### config.mk
export PLATFORM = sky130hd
export DESIGN_NAME = autoneg_ability_status_regs
export DESIGN_NICKNAME = d
export VERILOG_FILES = /design/src/hw/an_regs_pkg.sv /design/src/hw/sticky_flag.sv /design/src/hw/autoneg_ability_status_regs.sv
export VERILOG_INCLUDE_DIRS = /design/src /design/src/hw
export SDC_FILE = /design/constraint.sdc
export NUM_CORES = 1
export LEC_CHECK = 0
export BUFFER_PORTS_ARGS = -buffer_cell sky130_fd_sc_hd__buf_2
export CAP_MARGIN = 40
export CORE_UTILIZATION = 30
export DETAILED_ROUTE_END_ITERATION = 8
export PLACE_DENSITY = 0.49
export SLEW_MARGIN = 10
export SYNTH_ARGS = -nofsm -noshare
export SYNTH_HDL_FRONTEND = slang
export SYNTH_SLANG_ARGS = --single-unit
### constraint.sdc
create_clock -name clock -period 2.8 [get_ports clock]
set_input_delay 0.28 -clock clock [delete_from_list [all_inputs] [get_ports clock]]
set_output_delay 0.28 -clock clock [all_outputs]
set_load 0.01 [all_outputs]
### src/hw/an_regs_defines.svh
`ifndef AN_REGS_DEFINES_SVH
`define AN_REGS_DEFINES_SVH

// register offsets on the management port
`define AN_ADDR_W        5
`define OFS_ADVERT       5'h04
`define OFS_PARTNER      5'h05
`define OFS_EXPAND       5'h06
`define OFS_IRQ_STAT     5'h1A
`define OFS_IRQ_MASK     5'h1B

// advertisement layout and reset values
`define ADV_TEN_BIT      5
`define ADV_WR_MASK      16'hADFF
`define ADV_UPPER_RESET  10'h000
`define SEL_RESET        5'h01

// partner base page layout
`define PB_NP_BIT        15
`define PB_RSV_BIT       12
`define PB_RESET         16'h0000

// expansion layout
`define EX_LOC_BIT       6
`define EX_STOR_BIT      5
`define EX_PDF_BIT       4
`define EX_LPNP_BIT      3
`define EX_NP_BIT        2
`define EX_PRX_BIT       1
`define EX_LPAN_BIT      0

// interrupt status and mask layout
`define IRQ_W            3
`define IRQ_PAGE_BIT     0
`define IRQ_PDF_BIT      1
`define IRQ_CHG_BIT      2
`define IRQ_RESET        3'h0

`endif

### src/hw/an_regs_pkg.sv
package an_regs_pkg;

   typedef struct packed {
      logic       next_page_request;
      logic       ack;
      logic       remote_fault_flag;
      logic       reserved;
      logic       asymmetric_pause_ability;
      logic       pause_ability;
      logic       four_pair_fast_ability;
      logic       fast_full_duplex_ability;
      logic       fast_ability;
      logic       ten_meg_full_duplex_ability;
      logic       ten_meg_ability;
      logic [4:0] selector;
   } partner_page_t;

   typedef struct packed {
      logic [4:0]  addr;
      logic [15:0] wdata;
      logic        wr;
      logic        rd;
   } reg_req_t;

   typedef struct packed {
      logic valid;
      logic is_next;
      partner_page_t word;
   } rx_page_t;

   typedef enum logic [1:0] {
      ST_IDLE     = 2'b00,
      ST_RECEIVED = 2'b01,
      ST_COMPLETE = 2'b10
   } neg_phase_t;

endpackage

### src/hw/sticky_flag.sv
`timescale 1ns/100ps
// one status flag: an event sets it, a clear request drops it, set wins
module sticky_flag (
   // clock and reset
   input  wire logic clock,
   input  wire logic rst_n,
   // control
   input  wire logic set,
   input  wire logic clear,
   // state
   output logic      flag_q
);
   always_ff @(posedge clock or negedge rst_n) begin
      if (!rst_n) begin
         flag_q <= 1'b0;
      end else if (set) begin
         flag_q <= 1'b1;
      end else if (clear) begin
         flag_q <= 1'b0;
      end
   end
endmodule

### src/hw/autoneg_ability_status_regs.sv
// What this block does
// [RQ1] advertisement bit 5 read-write, reset value caught from a strap, advertises 10 Mb/s half
// [RQ2] advertisement bits 4:0 read-write protocol selector, reset 0 0001
// [RQ3] partner ability register loads received base page abilities
// [RQ4] partner bit 15 read-only: partner requests next pages, reset 0
// [RQ5] partner bit 14 read-only: partner acknowledged, taken from received bursts
// [RQ6] partner bit 13 read-only remote fault; bit 12 reads zero
// [RQ7] partner bits 11 and 10: asymmetric and symmetric pause, reset 0
// [RQ8] partner bits 9 to 5: technology abilities, read-only, reset 0
// [RQ9] partner bits 4:0 read-only received selector, reset 0 0000
// [RQ10] expansion bits 15:7 ignore writes and read zero
// [RQ11] expansion bits 6 and 5 read as one
// [RQ12] expansion bit 4 set on parallel detection fault, else zero
// [RQ13] expansion bit 3 shows partner next-page support, reset 0
// [RQ14] expansion bit 2 reads a fixed one
// [RQ15] expansion bit 1 set on page received, cleared by reading the register
// [RQ16] expansion bit 0 shows partner negotiation support, reset 0
// [RQ17] software restarts negotiation after changing advertisement before completion
// [RQ18] registers reachable at listed offsets, full 16-bit words on read
`timescale 1ns/100ps
`include "an_regs_defines.svh"
module autoneg_ability_status_regs (
   // clock and reset
   input  wire logic                   clock,
   input  wire logic                   resetn,
   // management port
   input  wire an_regs_pkg::reg_req_t  reg_req,
   output logic [15:0]                 rdata,
   // strap
   input  wire logic                   ten_meg_strap,
   // negotiation engine, line side
   input  wire an_regs_pkg::rx_page_t  rx_page,
   input  wire logic                   partner_an_seen,
   input  wire logic                   parallel_fault,
   input  wire logic                   an_complete,
   input  wire logic                   an_restart,
   // towards the negotiation engine
   output logic [15:0]                 advert_word,
   output logic                        advert_changed_early,
   // interrupt
   output logic                        irq
);
   import an_regs_pkg::*;

   logic                rst_meta_q;
   logic                rst_sync_q;
   logic                strap_done_q;
   logic                ten_meg_ability_q;
   logic [4:0]          selector_q;
   logic [9:0]          advert_upper_q;
   partner_page_t       partner_q;
   logic                partner_extra_page_capable_q;
   logic                partner_negotiation_capable_q;
   logic                parallel_detect_fault_q;
   logic                page_received_q;
   logic [`IRQ_W-1:0]   irq_stat_q;
   logic [`IRQ_W-1:0]   irq_mask_q;
   logic [`IRQ_W-1:0]   irq_event;
   logic [`IRQ_W-1:0]   irq_clear;
   logic [15:0]         rdata_d;
   logic [15:0]         rdata_q;
   logic [15:0]         expansion;
   logic [15:0]         advert_full;
   logic                base_load;
   logic                wr_advert;
   logic                rd_expand;
   logic                wr_irq_stat;
   logic                wr_irq_mask;
   logic                early_q;
   neg_phase_t          phase_q;
   neg_phase_t          phase_d;

   // reset released through two flops so release is clean against the clock
   always_ff @(posedge clock or negedge resetn) begin
      if (!resetn) begin
         rst_meta_q <= 1'b0;
         rst_sync_q <= 1'b0;
      end else begin
         rst_meta_q <= 1'b1;
         rst_sync_q <= rst_meta_q;
      end
   end

   // register port decode
   assign wr_advert   = reg_req.wr && (reg_req.addr == `OFS_ADVERT);
   assign rd_expand   = reg_req.rd && (reg_req.addr == `OFS_EXPAND);
   assign wr_irq_stat = reg_req.wr && (reg_req.addr == `OFS_IRQ_STAT);
   assign wr_irq_mask = reg_req.wr && (reg_req.addr == `OFS_IRQ_MASK);

   // base page arrives: next pages go elsewhere and leave this register alone
   assign base_load = rx_page.valid && !rx_page.is_next;

   // strap is caught by the first clock after reset release, never by the reset itself
   // limitation: the strap is read once, so a later change of its level needs a reset
   always_ff @(posedge clock or negedge rst_sync_q) begin
      if (!rst_sync_q) begin
         strap_done_q <= 1'b0;
      end else begin
         strap_done_q <= 1'b1;
      end
   end

   // 10 Mb/s half-duplex advertisement bit
   always_ff @(posedge clock or negedge rst_sync_q) begin
      if (!rst_sync_q) begin
         ten_meg_ability_q <= 1'b0;
      end else if (!strap_done_q) begin
         ten_meg_ability_q <= ten_meg_strap; // see [RQ1]
      end else if (wr_advert) begin
         ten_meg_ability_q <= reg_req.wdata[`ADV_TEN_BIT]; // see [RQ1]
      end
   end

   // protocol selector
   always_ff @(posedge clock or negedge rst_sync_q) begin
      if (!rst_sync_q) begin
         selector_q <= `SEL_RESET; // see [RQ2]
      end else if (wr_advert) begin
         selector_q <= reg_req.wdata[4:0]; // see [RQ2]
      end
   end

   // upper advertisement bits kept for the full word; reserved ones masked out
   // the mask is cut to the ten bits held here so nothing is dropped unnoticed
   always_ff @(posedge clock or negedge rst_sync_q) begin
      if (!rst_sync_q) begin
         advert_upper_q <= `ADV_UPPER_RESET;
      end else if (wr_advert) begin
         advert_upper_q <= reg_req.wdata[15:6] & 10'(`ADV_WR_MASK >> 6);
      end
   end

   assign advert_full = {advert_upper_q, ten_meg_ability_q, selector_q};

   // word handed to the transmit side of negotiation, registered
   always_ff @(posedge clock or negedge rst_sync_q) begin
      if (!rst_sync_q) begin
         advert_word <= 16'h0000;
      end else begin
         advert_word <= advert_full;
      end
   end

   // negotiation phase, used to flag writes that need a restart
   always_comb begin
      phase_d = phase_q;
      case (phase_q)
         ST_IDLE: begin
            if (an_complete) begin
               phase_d = ST_COMPLETE;
            end else if (base_load) begin
               phase_d = ST_RECEIVED;
            end
         end
         ST_RECEIVED: begin
            if (an_complete) begin
               phase_d = ST_COMPLETE;
            end
         end
         ST_COMPLETE: begin
            if (!an_complete) begin
               phase_d = ST_IDLE;
            end
         end
         default: begin
            phase_d = ST_IDLE;
         end
      endcase
      if (an_restart) begin
         phase_d = ST_IDLE;
      end
   end

   always_ff @(posedge clock or negedge rst_sync_q) begin
      if (!rst_sync_q) begin
         phase_q <= ST_IDLE;
      end else begin
         phase_q <= phase_d;
      end
   end

   // a write before completion stays pending until software restarts
   always_ff @(posedge clock or negedge rst_sync_q) begin
      if (!rst_sync_q) begin
         early_q <= 1'b0;
      end else if (wr_advert && phase_q != ST_COMPLETE) begin
         early_q <= 1'b1; // see [RQ17]
      end else if (an_restart) begin
         early_q <= 1'b0; // see [RQ17]
      end
   end

   assign advert_changed_early = early_q;

   // partner base page: every field but reserved bit 12 loaded together from the received word
   always_ff @(posedge clock or negedge rst_sync_q) begin
      if (!rst_sync_q) begin
         partner_q <= `PB_RESET; // see [RQ4] see [RQ7] see [RQ8] see [RQ9]
      end else if (base_load) begin
         partner_q                   <= rx_page.word; // see [RQ3] see [RQ4] see [RQ7] see [RQ8] see [RQ9]
         partner_q.ack               <= rx_page.word.ack; // see [RQ5]
         partner_q.remote_fault_flag <= rx_page.word.remote_fault_flag; // see [RQ6]
         partner_q.reserved          <= 1'b0; // see [RQ6]
      end
   end

   // partner next-page support follows its latest base page
   always_ff @(posedge clock or negedge rst_sync_q) begin
      if (!rst_sync_q) begin
         partner_extra_page_capable_q <= 1'b0;
      end else if (base_load) begin
         partner_extra_page_capable_q <= rx_page.word.next_page_request; // see [RQ13]
      end
   end

   // partner negotiation ability: seen bursts or any base page proves it
   always_ff @(posedge clock or negedge rst_sync_q) begin
      if (!rst_sync_q) begin
         partner_negotiation_capable_q <= 1'b0;
      end else if (partner_an_seen || base_load) begin
         partner_negotiation_capable_q <= 1'b1; // see [RQ16]
      end else if (an_restart) begin
         partner_negotiation_capable_q <= 1'b0;
      end
   end

   // parallel detection fault holds until the next negotiation restart
   sticky_flag u_pdf (
      .clock  (clock),
      .rst_n  (rst_sync_q),
      .set    (parallel_fault), // see [RQ12]
      .clear  (an_restart),
      .flag_q (parallel_detect_fault_q)
   );

   // page received, cleared by reading; an arrival in the read cycle survives
   sticky_flag u_page_rx (
      .clock  (clock),
      .rst_n  (rst_sync_q),
      .set    (rx_page.valid), // see [RQ15]
      .clear  (rd_expand), // see [RQ15]
      .flag_q (page_received_q)
   );

   // expansion word: constant bits tied, upper bits zero
   always_comb begin
      expansion                = 16'h0000; // see [RQ10]
      expansion[`EX_LOC_BIT]   = 1'b1; // see [RQ11]
      expansion[`EX_STOR_BIT]  = 1'b1; // see [RQ11]
      expansion[`EX_PDF_BIT]   = parallel_detect_fault_q; // see [RQ12]
      expansion[`EX_LPNP_BIT]  = partner_extra_page_capable_q; // see [RQ13]
      expansion[`EX_NP_BIT]    = 1'b1; // see [RQ14]
      expansion[`EX_PRX_BIT]   = page_received_q; // see [RQ15]
      expansion[`EX_LPAN_BIT]  = partner_negotiation_capable_q; // see [RQ16]
   end

   // interrupt events
   always_comb begin
      irq_event                = '0;
      irq_event[`IRQ_PAGE_BIT] = rx_page.valid;
      irq_event[`IRQ_PDF_BIT]  = parallel_fault;
      // compare against what the register will hold: reserved bit 12 is forced low there,
      // so a received word with that bit set cannot raise a change on its own
      irq_event[`IRQ_CHG_BIT]  = base_load && ({rx_page.word[15:13], 1'b0, rx_page.word[11:0]} != partner_q);
   end

   assign irq_clear = wr_irq_stat ? reg_req.wdata[`IRQ_W-1:0] : '0;

   // one sticky status bit per event, write one to clear
   genvar gi;
   generate
      for (gi = 0; gi < `IRQ_W; gi++) begin : g_irq
         sticky_flag u_stat (
            .clock  (clock),
            .rst_n  (rst_sync_q),
            .set    (irq_event[gi]),
            .clear  (irq_clear[gi]),
            .flag_q (irq_stat_q[gi])
         );
      end
   endgenerate

   always_ff @(posedge clock or negedge rst_sync_q) begin
      if (!rst_sync_q) begin
         irq_mask_q <= `IRQ_RESET;
      end else if (wr_irq_mask) begin
         irq_mask_q <= reg_req.wdata[`IRQ_W-1:0];
      end
   end

   // level output, registered so it is clean for the interrupt controller
   always_ff @(posedge clock or negedge rst_sync_q) begin
      if (!rst_sync_q) begin
         irq <= 1'b0;
      end else begin
         irq <= |(irq_stat_q & irq_mask_q);
      end
   end

   // read mux; unmapped offsets answer zero
   always_comb begin
      rdata_d = 16'h0000;
      case (reg_req.addr)
         `OFS_ADVERT: begin
            rdata_d = advert_full; // see [RQ18]
         end
         `OFS_PARTNER: begin
            rdata_d = partner_q; // see [RQ18]
         end
         `OFS_EXPAND: begin
            rdata_d = expansion; // see [RQ18]
         end
         `OFS_IRQ_STAT: begin
            rdata_d = {13'h0000, irq_stat_q};
         end
         `OFS_IRQ_MASK: begin
            rdata_d = {13'h0000, irq_mask_q};
         end
         default: begin
            rdata_d = 16'h0000;
         end
      endcase
   end

   // read data stand in the cycle after the strobe only
   // zero outside the answer cycle keeps a stale word off the shared read path
   always_ff @(posedge clock or negedge rst_sync_q) begin
      if (!rst_sync_q) begin
         rdata_q <= 16'h0000;
      end else if (reg_req.rd) begin
         rdata_q <= rdata_d; // see [RQ18]
      end else begin
         rdata_q <= 16'h0000;
      end
   end

   assign rdata = rdata_q;

endmodule

### After elaboration in Yosys (flattened, before gate mapping)

Cells that the tools add are included.

* flip-flop bits (word level): 73
* bits of input ports: 48

* equality and inequality tests: 13
* multiplexer cells: 23
* bitwise gates (word level): 1
* reduce and logical (&&, ||, !) cells: 19

Operators by type and width (number)
* 16-bit one-hot mux with 5 select lines: 1
* 16-bit two-way mux: 1
* 5-bit by 3-bit == test with 1-bit output, second input constant: 3
* 15-bit inequality test: 1
* 1-bit two-way mux: 14
* 2-bit nonzero test: 7
* 5-bit == test, second input constant: 2
* 2-bit two-way mux: 5
* 1-bit logical AND: 7
* 3-bit inequality test, second input constant: 2
* 2-bit one-hot mux with 3 select lines: 1
* 4-bit inequality test, second input constant: 1
* 3-bit AND: 1
* 3-bit two-way mux: 1
* 3-bit AND reduction: 1
* 3-bit OR reduction: 1
* 2-bit by 1-bit == test with 1-bit output, second input constant: 1
* 2-bit == test, second input constant: 1
* 2-bit logical NOT: 1
* 2-bit by 1-bit inequality test with 1-bit output, second input constant: 1
* 2-bit inequality test, second input constant: 1
* 1-bit logical NOT: 1
* 1-bit logical OR: 1

### Logic depth before layout (Yosys ltp)

* depth after elaboration: 6
* depth in mapped cells: 5
* gate-level depth less buffers: 4

### Cells and area by module

A second synthesis with hierarchy kept.

* cell total of the unflattened synthesis: 219
* area, all modules: 2984.1 um2

By module, submodules not included
* autoneg_ability_status_regs: instances 1, cells an instance 204, area an instance 2802.7 um2, seq. area each 1677.9 um2
* sticky_flag: instances 5, cells an instance 3, area an instance 36.3 um2, seq. area each 25.0 um2

### Worst setup path after synthesis

OpenSTA, ideal clock, no wires.

* kind: input-to-reg
* start: in reg_req[22] in the netlist's numbering
* end: reg advert_upper_q[5]
* data arrival time: 1.201 ns
* required time: 2.675 ns
* slack: 1.474 ns
* stages on the path: 4
* path buffers: 1
* path through: nor4b_4 -> nand3b_2 -> buf_6 -> mux2_4

* cells in the longest elaborated chain, start to end: 2

RTL lines
* from (decl): RTL line autoneg_ability_status_regs.sv:27 `input wire an_regs_pkg::reg_req_t reg_req,`
* 5-bit by 3-bit == test with 1-bit output
* 1-bit logical AND: RTL line autoneg_ability_status_regs.sv:85 `` assign wr_advert = reg_req.wr && (reg_req.addr == `OFS_ADVERT); ``
* to (signal assigned): RTL line autoneg_ability_status_regs.sv:127 `` advert_upper_q <= `ADV_UPPER_RESET; ``
* to (signal assigned): RTL line autoneg_ability_status_regs.sv:129 `` advert_upper_q <= reg_req.wdata[15:6] & 10'(`ADV_WR_MASK >> 6); ``
* to (decl): RTL line autoneg_ability_status_regs.sv:50 `logic [9:0] advert_upper_q;`

Every way passes these cells.
A chain may end at the register's enable or synchronous reset.

### Worst setup path after layout

* start: in reg_req[19] in the netlist's numbering
* end: reg advert_upper_q[0]

Same word-level chain as after synthesis.

==> results.py <==
metrics = {
    "sta": {
        "rsz0062_at_grt": "no",
        "period_needed_ps": 1590,
        "skew_ps": 8.61,
        "fin_setup_tns_ps": 0,
        "finalSetupViolations": 0,
        "fmax_mhz": 627,
        "worst_pin_slew_ps": 654,
        "slew_headroom_pct": 56.4,
        "fin_crit_sh_pct": 56.9,
        "finalMaxSlewViolations": 0,
        "worst_hold_slack_ps": 101,
        "hold_viol": 0,
    },
    "hold_path": {
        "hold_class": "in -> reg",
    },
    "cts": {
        "cts_tree": "yes",
        "clock-sinks": 72,
        "root_buffer": "clkbuf_8",
        "numCtsBuffers": 9,
        "cts_htree_levels": 3,
        "path_clk_slew_ps": 70,
        "insertion_delay_ps": 340,
        "cts_buffer_depth": 2,
    },
    "global_routing": {
        "overflow": 0,
        "grt_pass1_vias": 1953,
        "grt_first_pass_wirelength_um": 10300,
        "track_usage_pct": 13.8,
        "antenna_found_initial": 1,
        "grt_max_degree": 43,
    },
    "synth": {
        "synthTopCellsByCount": "71 x dfrtp_1, 15 x xor2_1, 14 x nor2_1, 13 x mux2_1, 10 x mux2_2",
        "synthTopCellsByArea": "dfrtp_1 60%, mux2_1 5.0%, xor2_1 4.4%, mux2_4 4.1%, mux2_2 3.8%",
        "yosysWarningCount": 0,
        "synth_seq_cells": 72,
        "synth_top_area_share_pct": 60.1,
        "ys_types": 42,
        "yosysSeqAreaShare_pct": 61.0,
        "synth_edf_count": 0,
        "synth_area_leader_cell": "dfrtp_1",
        "synthArstFlopShare_pct": 100,
        "synthFlopType": "dfrtp_1",
        "synth_area_per_cell_um2": 13.6,
        "yosysMostFrequentCell": "dfrtp_1",
        "syn_inst": 217,
        "synth_area_mm2": 0.00296,
    },
    "critical_path": {
        "critPathCaptureType": "flop",
        "cp.arrival_ps": 1820,
        "cp_max_fo": 14,
        "cp.required_ps": 3030,
        "criticalPathCategory": "in -> reg",
        "start_kind": "input pin",
    },
    "place": {
        "placed_cells": 415,
        "hpwl_um": 4590,
        "portBuffers": 73,
        "gp_congestion": 0.727,
    },
    "power": {
        "ir_drop_v": 0.000266,
        "p_leak_nw": 1.80,
        "p_per_area_mw_per_mm2": 685,
    },
    "floorplan": {
        "coreArea_mm2": 0.00937,
        "die_w_um": 101,
        "num_rows": 35,
        "start_util_pct": 31.5,
        "boundaryPins": 82,
        "dieHeight_um": 101,
        "die-area_mm2": 0.0103,
    },
    "routing": {
        "routed_wl_um": 6470,
        "wl_met3_um": 523,
        "wl_per_cell_um": 15.0,
        "wl_met1_um": 2960,
        "top_layer_used": "met5",
        "route.detailed.drc": 0,
        "drt_iter0_markers": 73,
        "firstDrtPassIters": 4,
        "drtAntennaViolNets": 0,
        "viasPerCell": 4.45,
        "wl_met2_um": 2880,
        "num_vias": 1924,
    },
    "final_layout": {
        "areaGrowthSynthToFinish_pct": 25.8,
        "stdcell_count": 432,
        "drive_gt1_share_pct": 38.6,
        "final_net_count": 346,
        "diodes": 0,
    },
    "run_status": {
        "status": "finished clean",
    },
    "run": {
        "cap_violations": 0,
    },
}
## flip-flops by register name, indices dropped and copies added, names as in the netlist, 2 cells and up
signal and cells:
advert_word 13, irq_mask_q 3, phase_q 2, selector_q 5
partner_q 14, advert_upper_q 7, g_irq.u_stat.flag_q 3, rdata 15
## path summary, 6_finish.rpt
path | start | endpoint | slack [ps] | cells after the start
worst max-delay path | reg_req[19] | advert_upper_q[0] | 1210 | 4
worst min-delay path | an_complete | phase_q[0] | 100 | 2
worst max register to register | partner_q[4] | g_irq[2].u_stat.flag_q | 1250 | 4
worst min register to register | rst_sync_q | partner_q[3] | 300 | 0
max in group asynchronous | rst_sync_q | advert_word[6] | 1860 | 1
min in group asynchronous | resetn | rst_sync_q | 240 | 2
## critical path: stages
cell and delay (ps):
buf_2 190, nor4b_4 340, nand3b_2 510, mux2_1 500
## logic make-up (layout without fill, tap and decap cells)
logic type             Yosys count  after routing  share of synthesized area, %
flip-flops                      72             72                          61.0
AND/OR/NAND/NOR                 48             48                          9.44
multiplexers                    36             36                          14.5
AO/OA/AOI/OAI                   29             29                          7.45
XOR/XNOR                        15             15                          4.44
buffers and inverters           15             97                          2.92
other                            2              6                         0.254
## per-stage QoR
stage                     utilization, %  setup WS [ps]  total power [mW]  cell area, um^2
after CTS                           39.7           1190              2.59             3720
final                               39.7           1210              2.55             3720
after floorplan                        -            648              1.44             2970
after global routing                39.7           1040              2.68             3720
after global placement              37.0            863              1.57             3470
after detailed placement            37.0            818              1.57             3470
## layer usage
layer | vias to the layer above | global-route usage [%]
li1 | 913 | -
met1 | 931 | 17.6
met2 | 64 | 20.9
met3 | 14 | 5.66
met4 | 2 | 5.02
met5 | - | 0
## placed cells by master (no fill, tap or decap), types with 6 or more instances in the layout
master / Yosys / routed
buf_2: 6 / 73
dfrtp_1: 71 / 70
xor2_1: 15 / 15
nor2_1: 14 / 14
mux2_1: 13 / 13
mux2_2: 10 / 10
clkbuf_8: 0 / 9
nand2_1: 8 / 8
mux2_4: 8 / 8
a21oi_1: 7 / 7
a22oi_1: 6 / 6
conb_1: 2 / 6
## layout make-up
class,instances,area (um^2)
Fill cell,940,5650
Sequential cell,72,1800
Multi-Input combinational cell,134,1080
Timing Repair Buffer,78,418
Tap cell,129,161
Clock buffer,10,128
Clock inverter,6,115
Inverter,3,11.3
## report_power, final
| group | internal, mW | switching, mW | leakage, nW |
|---|---|---|---|
| registers | 1.16 | 0.0878 | 0.893 |
| clock network | 0.598 | 0.401 | 0.117 |
| logic | 0.162 | 0.135 | 0.790 |
## repair_timing
action,4_1_cts,5_1_grt
endpoints found under the hold margin,2,0
buffers inserted,0,0
hold buffers,1,0
resized for setup,0,0
setup endpoints to repair,0,0
Power figures use the tool's default switching activity.
